$ cat src/core/ssi_pkg.sv
// constants shared by the shutter safety interlock
// assumes a 50 MHz system clock and word-aligned register offsets
package ssi_pkg;
	// clock and contact debounce timing
	localparam int CLK_FREQ_MHZ      = 50;
	localparam int DEBOUNCE_TIME_US  = 1000;
	localparam int DEBOUNCE_CYCLES   = DEBOUNCE_TIME_US * CLK_FREQ_MHZ;
	localparam int DEB_CNT_W         = 16;
	localparam int BOOT_LOAD_CYCLE   = 2;

	// register byte offsets
	localparam logic [7:0] REG_MODE   = 8'h00;
	localparam logic [7:0] REG_CMD    = 8'h04;
	localparam logic [7:0] REG_STATUS = 8'h08;

	// command register bits, write-only pulses
	localparam int CMD_FAULT_ACK   = 0;
	localparam int CMD_START       = 1;
	localparam int CMD_SHUT_OPEN   = 2;
	localparam int CMD_SHUT_CLOSE  = 3;
	localparam int CMD_DIODE_ON    = 4;
	localparam int CMD_DIODE_OFF   = 5;

	// status register bits
	localparam int ST_MODE      = 0;
	localparam int ST_RELEASED  = 1;
	localparam int ST_SHUTTER   = 2;
	localparam int ST_DIODE_EN  = 3;
	localparam int ST_DIODE_ON  = 4;
	localparam int ST_INTERLOCK = 5;
	localparam int ST_ESTOP     = 6;
	localparam int ST_LOOP      = 7;
	localparam int ST_ACK_ARMED = 8;
	localparam int ST_KEY       = 9;
	localparam int ST_UC_A      = 10;
	localparam int ST_UC_B      = 11;

	// contact input positions in the synchroniser vector
	localparam int NUM_IN     = 7;
	localparam int IN_UC_A    = 0;
	localparam int IN_UC_B    = 1;
	localparam int IN_START   = 2;
	localparam int IN_KEY     = 3;
	localparam int IN_ESTOP   = 4;
	localparam int IN_LOOP    = 5;
	localparam int IN_NV_MODE = 6;
	// idle levels: start closed, stop released, loop present
	localparam logic [NUM_IN-1:0] DEB_RESET = 7'h34;

	// control modes
	localparam logic MODE_SOFTWARE = 1'b0;
	localparam logic MODE_HARDWARE = 1'b1;

	typedef enum logic [1:0] {
		SSI_LOCKED   = 2'b01,
		SSI_RELEASED = 2'b10
	} ssi_rel_e;
endpackage : ssi_pkg

$ cat src/core/ssi_interlock.sv
// shutter safety interlock: mode select, contact supervision, release
// assumes contact pins are asynchronous and the mode store is external

module ssi_interlock
	import ssi_pkg::*;
#(
	parameter int DEB_CYCLES = ssi_pkg::DEBOUNCE_CYCLES
)(
	// clock, reset, enable
	input  wire logic        CLK_SYS,
	input  wire logic        RST,
	input  wire logic        CE,
	// register port
	input  wire logic [7:0]  ADDR,
	input  wire logic [31:0] WDATA,
	input  wire logic        WR,
	input  wire logic        RD,
	output logic      [31:0] RDATA,
	// contact pins, high when closed or good
	input  wire logic        USER_CONTACT_PAIR_A,
	input  wire logic        USER_CONTACT_PAIR_B,
	input  wire logic        START_BUTTON,
	input  wire logic        KEY_ON,
	input  wire logic        ESTOP_RELEASED,
	input  wire logic        EMISSION_LOOP_OK,
	// non-volatile mode store
	input  wire logic        NV_MODE_IN,
	output logic             NV_MODE_WR,
	output logic             NV_MODE_DATA,
	// safety outputs
	output logic             SHUTTER_OPEN,
	output logic             DIODE_ENABLE,
	output logic             DIODE_ON,
	output logic             EMISSION_LED,
	output logic             START_RELEASED,
	output logic             FAULT
);
	import ssi_pkg::*;

	typedef struct packed {
		logic [NUM_IN-1:0]                s1;
		logic [NUM_IN-1:0]                s2;
		logic [NUM_IN-1:0]                db;
		logic [NUM_IN-1:0][DEB_CNT_W-1:0] cnt;
		logic [1:0]                       boot;
		logic                             loaded;
		logic                             mode;
		logic                             start_prev;
		logic                             both_prev;
		ssi_rel_e                         rel;
		logic                             ack_armed;
		logic                             il;
		logic                             il_open_seen;
		logic                             estop_l;
		logic                             loop_l;
		logic                             shutter;
		logic                             diode_on;
		logic                             nv_wr;
		logic [31:0]                      rdata;
	} ssi_state_s;

	ssi_state_s r;
	ssi_state_s next_r;

	logic        uc_a;
	logic        uc_b;
	logic        both_closed;
	logic        both_open;
	logic        start_edge;
	logic        sys_ok;
	logic        faults;
	logic        cmd_wr;
	logic [31:0] status;

	assign uc_a        = r.db[IN_UC_A];
	assign uc_b        = r.db[IN_UC_B];
	assign both_closed = uc_a && uc_b;
	assign both_open   = !uc_a && !uc_b;
	// level is ignored, a held contact gives no edge after reset
	assign start_edge  = r.db[IN_START] && !r.start_prev;
	assign sys_ok      = r.db[IN_KEY] && r.db[IN_ESTOP] && r.db[IN_LOOP];
	assign faults      = r.il || r.estop_l || r.loop_l;
	assign cmd_wr      = WR && (ADDR == REG_CMD);

	always_comb
	begin
		status               = 32'h0000_0000;
		status[ST_MODE]      = r.mode;
		status[ST_RELEASED]  = (r.rel == SSI_RELEASED);
		status[ST_SHUTTER]   = r.shutter;
		status[ST_DIODE_EN]  = (r.rel == SSI_RELEASED);
		status[ST_DIODE_ON]  = r.diode_on;
		status[ST_INTERLOCK] = r.il;
		status[ST_ESTOP]     = r.estop_l;
		status[ST_LOOP]      = r.loop_l;
		status[ST_ACK_ARMED] = r.ack_armed;
		status[ST_KEY]       = r.db[IN_KEY];
		status[ST_UC_A]      = uc_a;
		status[ST_UC_B]      = uc_b;
	end

	always_comb
	begin
		next_r = r;

		// two flops, then a stability counter per contact
		next_r.s1 = {NV_MODE_IN, EMISSION_LOOP_OK, ESTOP_RELEASED, KEY_ON,
			START_BUTTON, USER_CONTACT_PAIR_B, USER_CONTACT_PAIR_A};
		next_r.s2 = r.s1;
		for (int i = 0; i < NUM_IN; i++)
		begin
			if (r.s2[i] == r.db[i])
				next_r.cnt[i] = '0;
			else if (r.cnt[i] >= DEB_CNT_W'(DEB_CYCLES - 1))
			begin
				next_r.db[i]  = r.s2[i];
				next_r.cnt[i] = '0;
			end
			else
				next_r.cnt[i] = r.cnt[i] + DEB_CNT_W'(1);
		end
		next_r.start_prev = r.db[IN_START];
		next_r.both_prev  = both_closed;

		// stored mode taken once the synchroniser holds it
		if (!r.loaded)
		begin
			next_r.boot = r.boot + 2'd1;
			if (r.boot == 2'(BOOT_LOAD_CYCLE))
			begin
				next_r.mode   = r.s2[IN_NV_MODE];
				next_r.loaded = 1'b1;
			end
		end

		// mode change drops release and writes the store
		next_r.nv_wr = 1'b0;
		if (WR && ADDR == REG_MODE && r.loaded)
		begin
			next_r.mode  = WDATA[0];
			next_r.nv_wr = 1'b1;
			if (WDATA[0] != r.mode)
			begin
				next_r.rel       = SSI_LOCKED;
				next_r.ack_armed = 1'b0;
			end
		end

		// acknowledge: direct in software mode, armed in hardware mode
		if (cmd_wr && WDATA[CMD_FAULT_ACK])
		begin
			if (r.mode == MODE_SOFTWARE)
			begin
				// clear only after open-then-close of both pairs
				if (r.il_open_seen && both_closed)
				begin
					next_r.il           = 1'b0;
					next_r.il_open_seen = 1'b0;
				end
				if (r.db[IN_ESTOP])
					next_r.estop_l = 1'b0;
				if (r.db[IN_LOOP])
					next_r.loop_l = 1'b0;
			end
			else
				next_r.ack_armed = 1'b1;
		end
		// hardware confirmation needs acknowledge, then the button
		if (r.mode == MODE_HARDWARE && r.ack_armed && start_edge)
		begin
			next_r.ack_armed = 1'b0;
			if (r.db[IN_ESTOP])
				next_r.estop_l = 1'b0;
			if (r.db[IN_LOOP])
				next_r.loop_l = 1'b0;
			next_r.il = 1'b0;
		end

		// opening either pair in software mode latches
		if (r.il && both_open)
			next_r.il_open_seen = 1'b1;
		if (r.loaded && r.mode == MODE_SOFTWARE && r.both_prev
			&& !both_closed)
		begin
			next_r.il           = 1'b1;
			next_r.il_open_seen = 1'b0;
		end
		// sets are placed last so an event beats a same-cycle clear
		if (r.loaded && !r.db[IN_ESTOP])
			next_r.estop_l = 1'b1;
		if (r.loaded && !r.db[IN_LOOP])
			next_r.loop_l = 1'b1;

		// release grant, diode enable follows it
		unique case (r.rel)
			SSI_LOCKED:
			begin
				if (r.loaded && sys_ok && !next_r.il && !next_r.estop_l
					&& !next_r.loop_l)
				begin
					if (r.mode == MODE_SOFTWARE && both_closed && cmd_wr
						&& WDATA[CMD_START])
						next_r.rel = SSI_RELEASED;
					if (r.mode == MODE_HARDWARE && both_open && start_edge)
						next_r.rel = SSI_RELEASED;
				end
			end
			SSI_RELEASED:
			begin
				if (!sys_ok || next_r.il || next_r.estop_l || next_r.loop_l)
					next_r.rel = SSI_LOCKED;
				if (r.mode == MODE_SOFTWARE && !both_closed)
					next_r.rel = SSI_LOCKED;
			end
		endcase

		// lasing only by software command once enabled
		if (cmd_wr && WDATA[CMD_DIODE_ON] && r.rel == SSI_RELEASED)
			next_r.diode_on = 1'b1;
		if ((cmd_wr && WDATA[CMD_DIODE_OFF]) || next_r.rel != SSI_RELEASED)
			next_r.diode_on = 1'b0;

		// shutter
		if (r.mode == MODE_SOFTWARE)
		begin
			if (cmd_wr && WDATA[CMD_SHUT_OPEN] && both_closed && !faults)
				next_r.shutter = 1'b1;
			if (cmd_wr && WDATA[CMD_SHUT_CLOSE])
				next_r.shutter = 1'b0;
		end
		else
			next_r.shutter = both_closed;
		// judged on the levels registered now, so no open cycle slips by
		if (next_r.rel != SSI_RELEASED || !both_closed
			|| !next_r.db[IN_UC_A] || !next_r.db[IN_UC_B])
			next_r.shutter = 1'b0;

		// read data in the cycle after the strobe
		next_r.rdata = 32'h0000_0000;
		if (RD)
		begin
			if (ADDR == REG_MODE)
				next_r.rdata = {31'h0000_0000, r.mode};
			else if (ADDR == REG_STATUS)
				next_r.rdata = status;
		end
	end

	always_ff @(posedge CLK_SYS)
	begin
		if (RST)
		begin
			// safe start whatever mode is restored
			r              <= '0;
			r.db           <= DEB_RESET;
			r.start_prev   <= 1'b1;
			r.rel          <= SSI_LOCKED;
		end
		else if (CE)
			r <= next_r;
	end

	assign RDATA          = r.rdata;
	assign NV_MODE_WR     = r.nv_wr;
	assign NV_MODE_DATA   = r.mode;
	assign SHUTTER_OPEN   = r.shutter;
	assign DIODE_ENABLE   = (r.rel == SSI_RELEASED);
	assign START_RELEASED = (r.rel == SSI_RELEASED);
	assign DIODE_ON       = r.diode_on;
	// indicator tracks lasing, independent of shutter
	assign EMISSION_LED   = r.diode_on;
	assign FAULT          = faults;
endmodule : ssi_interlock

$ cat config.mk
export PLATFORM = sky130hd
export DESIGN_NAME = ssi_interlock
export DESIGN_NICKNAME = d
export VERILOG_FILES = /design/src/core/ssi_pkg.sv /design/src/core/ssi_interlock.sv
export SDC_FILE = /design/constraint.sdc
export NUM_CORES = 1
export LEC_CHECK = 0
export BUFFER_PORTS_ARGS = -buffer_cell sky130_fd_sc_hd__buf_2
export CAP_MARGIN = 20
export CORE_ASPECT_RATIO = 1.75
export CORE_MARGIN = 5
export CORE_UTILIZATION = 50
export DETAILED_ROUTE_END_ITERATION = 6
export GPL_TIMING_DRIVEN = 0
export PLACE_DENSITY = 0.7
export SYNTH_ARGS = -nofsm -noshare
export SYNTH_HDL_FRONTEND = slang
export SYNTH_SLANG_ARGS = --single-unit
$ cat constraint.sdc
create_clock -name CLK_SYS -period 2.6 [get_ports CLK_SYS]
set_input_delay 0.26 -clock CLK_SYS [delete_from_list [all_inputs] [get_ports CLK_SYS]]
set_output_delay 0.26 -clock CLK_SYS [all_outputs]
set_load 0.01 [all_outputs]
==> results of run 1 <==
-- flip-flops by register name (all words and copies together) (netlist names) --
signal and cells:
RDATA 11, NV_MODE_WR 1, SHUTTER_OPEN 1, NV_MODE_DATA 1
r 120, next_r 8, DIODE_ON 1
-- metal layers --
layer  part of all wire, %  wire length [microns]  vias to the layer above
li1                      -                      -                     3536
met5                     0                      0                        -
met2                    54                  11600                      226
met4                   3.1                    673                        0
met3                   4.6                    997                       56
met1                    38                   8230                     3582
-- worst paths after layout --
path                 end  cells after the start
max               r[132]                      8
min          next_r[171]                      3
max reg2reg       r[132]                      8
min reg2reg        r[37]                      2
-- layout make-up --
type	instances	share of cell area [%]
Tap cell	183	2.67
Clock buffer	19	5.16
Clock inverter	13	1.78
Multi-Input combinational cell	693	48.3
Timing Repair Buffer	44	2.56
Sequential cell	143	33.3
Buffer	90	5.94
Inverter	5	0.218
-- power breakdown --
group / internal (W) / switching (W) / total, W
sequential: 0.00222 / 0.0000244 / 0.00224
combinational: 0.000120 / 0.000250 / 0.000370
clock: 0.00146 / 0.00101 / 0.00247
-- through the flow --
| stage | util, % | total power [W] | std cells | setup slack (ns) |
|---|---|---|---|---|
| after global routing | 58.2 | 0.00523 | 1190 | 0.0399 |
| final | 58.2 | 0.00509 | 1190 | 0.207 |
| after CTS | 58.2 | 0.00511 | 1190 | 0.0676 |
| after detailed placement | 54.1 | 0.00266 | 1158 | 0.0460 |
| after global placement | 54.1 | 0.00265 | 1158 | 0.0855 |
| after floorplan | - | 0.00253 | 931 | 0.578 |
-- placed cells by master (no fill, tap or decap), types with 11 or more instances in the layout --
| master | instances |
|---|---|
| nor2_1 | 112 |
| a41oi_1 | 14 |
| a21oi_1 | 67 |
| a31oi_1 | 13 |
| and3_1 | 13 |
| conb_1 | 20 |
| nand4_1 | 15 |
| clkbuf_16 | 17 |
| dfxtp_1 | 143 |
| a311oi_1 | 49 |
| buf_2 | 53 |
| buf_4 | 37 |
| nand2_1 | 95 |
| o21ai_0 | 29 |
| o211a_1 | 11 |
| a22oi_1 | 19 |
| nor3_1 | 26 |
| mux2i_1 | 20 |
| clkbuf_1 | 41 |
| nand3_1 | 46 |
-- critical path: cells and delay by family (launching register included) --
kind                     cells  cell delay [ns]
AND/OR/NAND/NOR              2             0.36
adder cells (fa/ha/maj)      1             0.30
flip-flops                   1             0.37
AO/OA/AOI/OAI                4             0.99
buffers and inverters        1             0.29
-- kinds of logic after synthesis --
group | after synthesis | share of synthesized area [%]
and+or+nand+nor | 381 | 25.2
adders and majority gates | 7 | 1.17
DFF | 143 | 38.3
muxes | 20 | 2.68
AOI/OAI and AO/OA | 256 | 24.4
buffers and inverters | 95 | 7.08
xor gates and xnor gates | 9 | 1.06
other | 1 | 0.0502
-- repair_timing --
action                     4_1_cts  5_1_grt
hold buffers                     0        0
setup buffers                    0        0
gates resized for setup          0        3
setup endpoints to repair        0       24
==> run metrics, run 1 <==
outcome finished, final reports clean; WP data required 2.93 ns; CP Max Fanout 10; Slew @ Worst Pin 0.823 ns; share of the yosys chip area belonging to registers 38.3%; Initial DRT Pass Iterations 7; reg-to-reg setup timing slack 0.21 ns; register area 2860 sq um; Port Buffer Count 44; vias in the first global route 7,224; post-synth cell types 70; Core Area 14,800 sq um; asr flop ratio synth 0%; Vias/cell 6.22; Num CTS Buffers 17; max-slew violation count 0; final hold slack 0.0745 ns; Max VDD drop 420 uV; Worst Skew 0.00932 ns; die area 17,600 sq um; drt wl/cell 18.0 microns; met2 GRT Util 45.9%; GR Util met1 28.3%; CP Launch Type flip-flop; crit-path cells ha_1 -> a311o_1 -> a21oi_1 -> o21ai_1 -> nor2_2 -> buf_2 -> nand2_1 -> a311oi_1; min cycle time layout 2.39 ns; syn avg cell area 8.19 sq um; Synth Warn # 0; setup violators final 0; Synth area leaders dfxtp_1, a311oi_1, nor2_1; post-synthesis cell area 7470 sq um; Post-DP HPWL 15,400 microns; # fillers 1,382; Initial DRC Count 443; Hold Startpoint ESTOP_RELEASED; Clock Sinks 143; Post-synth EDFFs 0; Yosys reg bits 143; DR vias 7,400; initial antenna violation count 0; fin area 8590 sq um; total global-route track usage 25.1%; Main synth FF type dfxtp_1; ANT nets after route 0; cell taking the most area after synthesis dfxtp_1; CP max-delay cell a311o_1; Layout area overhead 15.0%; RSZ-0062 raised after global routing false; row count 59; grt ovf 0; Total Nets Final 1,053; placed instance area 7990 sq um; Critical Path AT 2.72 ns; n_diodes 0; critical setup path kind reg2reg; CTS tree built; top cell type's share of synthesized area 38.3%; DR DRC count 0; chip height 172 microns; period utilisation layout 92.0%; routed wire length 21,500 microns; Worst-Skew Late Latency 0.42 ns; Achievable Freq 418 MHz; routability congestion estimate 0.905; Hold Crit Class in2reg; die width 102 microns; Final TNS setup 0 ns; Worst slew margin 45.1%; top-count cell post-synth dfxtp_1; clk buf depth 2; r2r startpoint r[128]; Cells after Synth 912; P_leak 3.22 nW; met3 Use GR 3.41%; Clock Tree Root clkbuf_16; layout cells sized above 1 14.6%; Worst-path clk slew 0.07 ns; largest net degree at the start of global routing 17; I/O Pins 92; footprint of the multi-input gates 4150 sq um; commonest cells in the synthesized netlist dfxtp_1, nor2_1, nand2_1; Starting Density 50.6%; H-tree depth 4; Worst path max stage delay 0.39 ns; max_cap viols 0; global-route wire length before repair 35,200 microns; busiest grt layer met2; Setup crit start r[128]; final hold vios 0; pwr dens 592 nW/um^2; CP Capture Type flip-flop
No activity file was read; power rests on OpenSTA's default activity.
==> run 2, diff against run 1 <==
Settings changed: CTS_BUF_LIST set to sky130_fd_sc_hd__clkbuf_16.
==> run 2 against run 1 <==
Compared with the run above: utilization fell by 0.068 points; final area fell by 0.12%; sequential cell count did not move; setup slack got worse by 0.011 ns; wire length barely moved; sequential power barely moved; combinational power barely moved; via count fell by 0.43%; total power fell by 0.66%; register-to-register slack barely moved; global-route usage barely moved; sequential share of layout area barely moved.
==> run metrics, run 2 (same netlist as run 1, synthesis figures left out) <==
RSZ-0062 raised after global routing false; largest reg by FF count r; CP Capture Type flip-flop; min cycle time layout 2.40 ns; Layout area overhead 14.8%; Final TNS setup 0 ns; ANT nets after route 0; Max VDD drop 420 uV; period utilisation layout 92.5%; Worst-Skew Late Latency 0.43 ns; total global-route track usage 25.1%; CP Max Fanout 10; CP max-delay cell a311o_1; top sig layer met4; row count 59; Setup WS pre-CTS 0.0460 ns; initial antenna violation count 0; placed instance area 7990 sq um; Hold Crit Class in2reg; post-cts resize count 0; Worst slew margin 45.2%; Slew @ Worst Pin 0.821 ns; crit-path cells ha_1 -> a311o_1 -> a21oi_1 -> o21ai_1 -> nor2_2 -> buf_2 -> nand2_1 -> a311oi_1; chip height 172 microns; I/O Pins 92; most frequent cells in the layout dfxtp_1, nor2_1, nand2_1; routability congestion estimate 0.905; Post-DP HPWL 15,400 microns; largest net degree at the start of global routing 17; Initial DRC Count 415; fin area 8580 sq um; die area 17,600 sq um; die width 102 microns; Core Area 14,800 sq um; M1 WL 8340 microns; DR DRC count 0; n_diodes 0; placed cells 1,158; Total Nets Final 1,053; setup violators final 0; Initial DRT Pass Iterations 6; P_leak 3.22 nW; CP Launch Type flip-flop; Port Buffer Count 44; DR vias 7,368; Achievable Freq 416 MHz; Post-CTS Hold Fix Bufs 0; Clock Tree Root clkbuf_16; outcome finished, final reports clean; CTS tree built; Critical Path AT 2.73 ns; grt ovf 0; global-route wire length before repair 35,200 microns; WP data required 2.93 ns; max-slew violation count 0; Vias/cell 6.19; max_cap viols 0; H-tree depth 4; Num CTS Buffers 17; worst setup margin 0.196 ns; routed wire length 21,500 microns; clk buf depth 2; drt wl/cell 18.1 microns; critical setup path kind reg2reg; Finished Layout Cells 1,190; final hold vios 0; pwr dens 589 nW/um^2; Worst-path clk slew 0.06 ns; most common cell after layout, fill and taps aside dfxtp_1; Worst path max stage delay 0.39 ns; Worst Skew 0.00969 ns; Met3 Routed Length 936 microns; layout cells sized above 1 14.5%; Clock Sinks 143; vias in the first global route 7,227; max FFs per register 120; Routed met2 length 11,500 microns; Starting Density 50.6%; postcts setup bufs 0
==> run 2: changes by cell type in the layout (fill, tap and decap cells not counted), sizes merged <==
cell,delta
inv,+1
clkinv,+1
clkbuf,-2
==> run 2: final cells by class <==
| cell class | instances | area (sq um) |
|---|---|---|
| plain buffers | 90 | 510 |
| clock buffers | 17 | 425 |
| clock inverters | 15 | 160 |
| fillers | 1384 | 6180 |
| inverters | 5 | 18.8 |
| multi-input cells | 693 | 4150 |
| flip-flops and latches | 143 | 2860 |
| well taps | 183 | 229 |
| repair buffers | 44 | 220 |
==> run 2: per-stage QoR <==
stage | total power (W) | hold slack [ns] | utilization (%)
global placement | 0.00265 | 0.450 | 54.1
CTS | 0.00507 | 0.0704 | 58.1
global route | 0.00520 | 0.0713 | 58.1
detailed placement | 0.00266 | 0.456 | 54.1
floorplan | 0.00253 | 0.407 | -
finish | 0.00505 | 0.0731 | 58.1
==> run 2: worst paths after layout <==
path,start,end,slack [ns],depth (start not counted)
max,r[128],r[132],0.20,8
min,ESTOP_RELEASED,next_r[171],0.07,3
max reg2reg,r[128],r[132],0.20,8
min reg2reg,r[37],r[37],0.47,2
==> run 2: where the power goes <==
group	internal, W	switching, W
logic	0.000120	0.000250
registers	0.00222	0.0000246
clock network	0.00143	0.00101
total	0.00376	0.00129
==> run 2: critical path: cells and delay by family, from the launching register on <==
family / cells / cell delay, ns
buf+inv: 1 / 0.29
fa+ha+maj: 1 / 0.30
simple gates: 2 / 0.37
compound gates: 4 / 0.99
flops: 1 / 0.37
==> run 2: metal layers <==
metal  track usage [%]  vias to the layer above
met5                 0                        -
met4              11.5                        0
met3              3.65                       51
met2              45.9                      225
met1              28.2                     3560
li1                  -                     3532
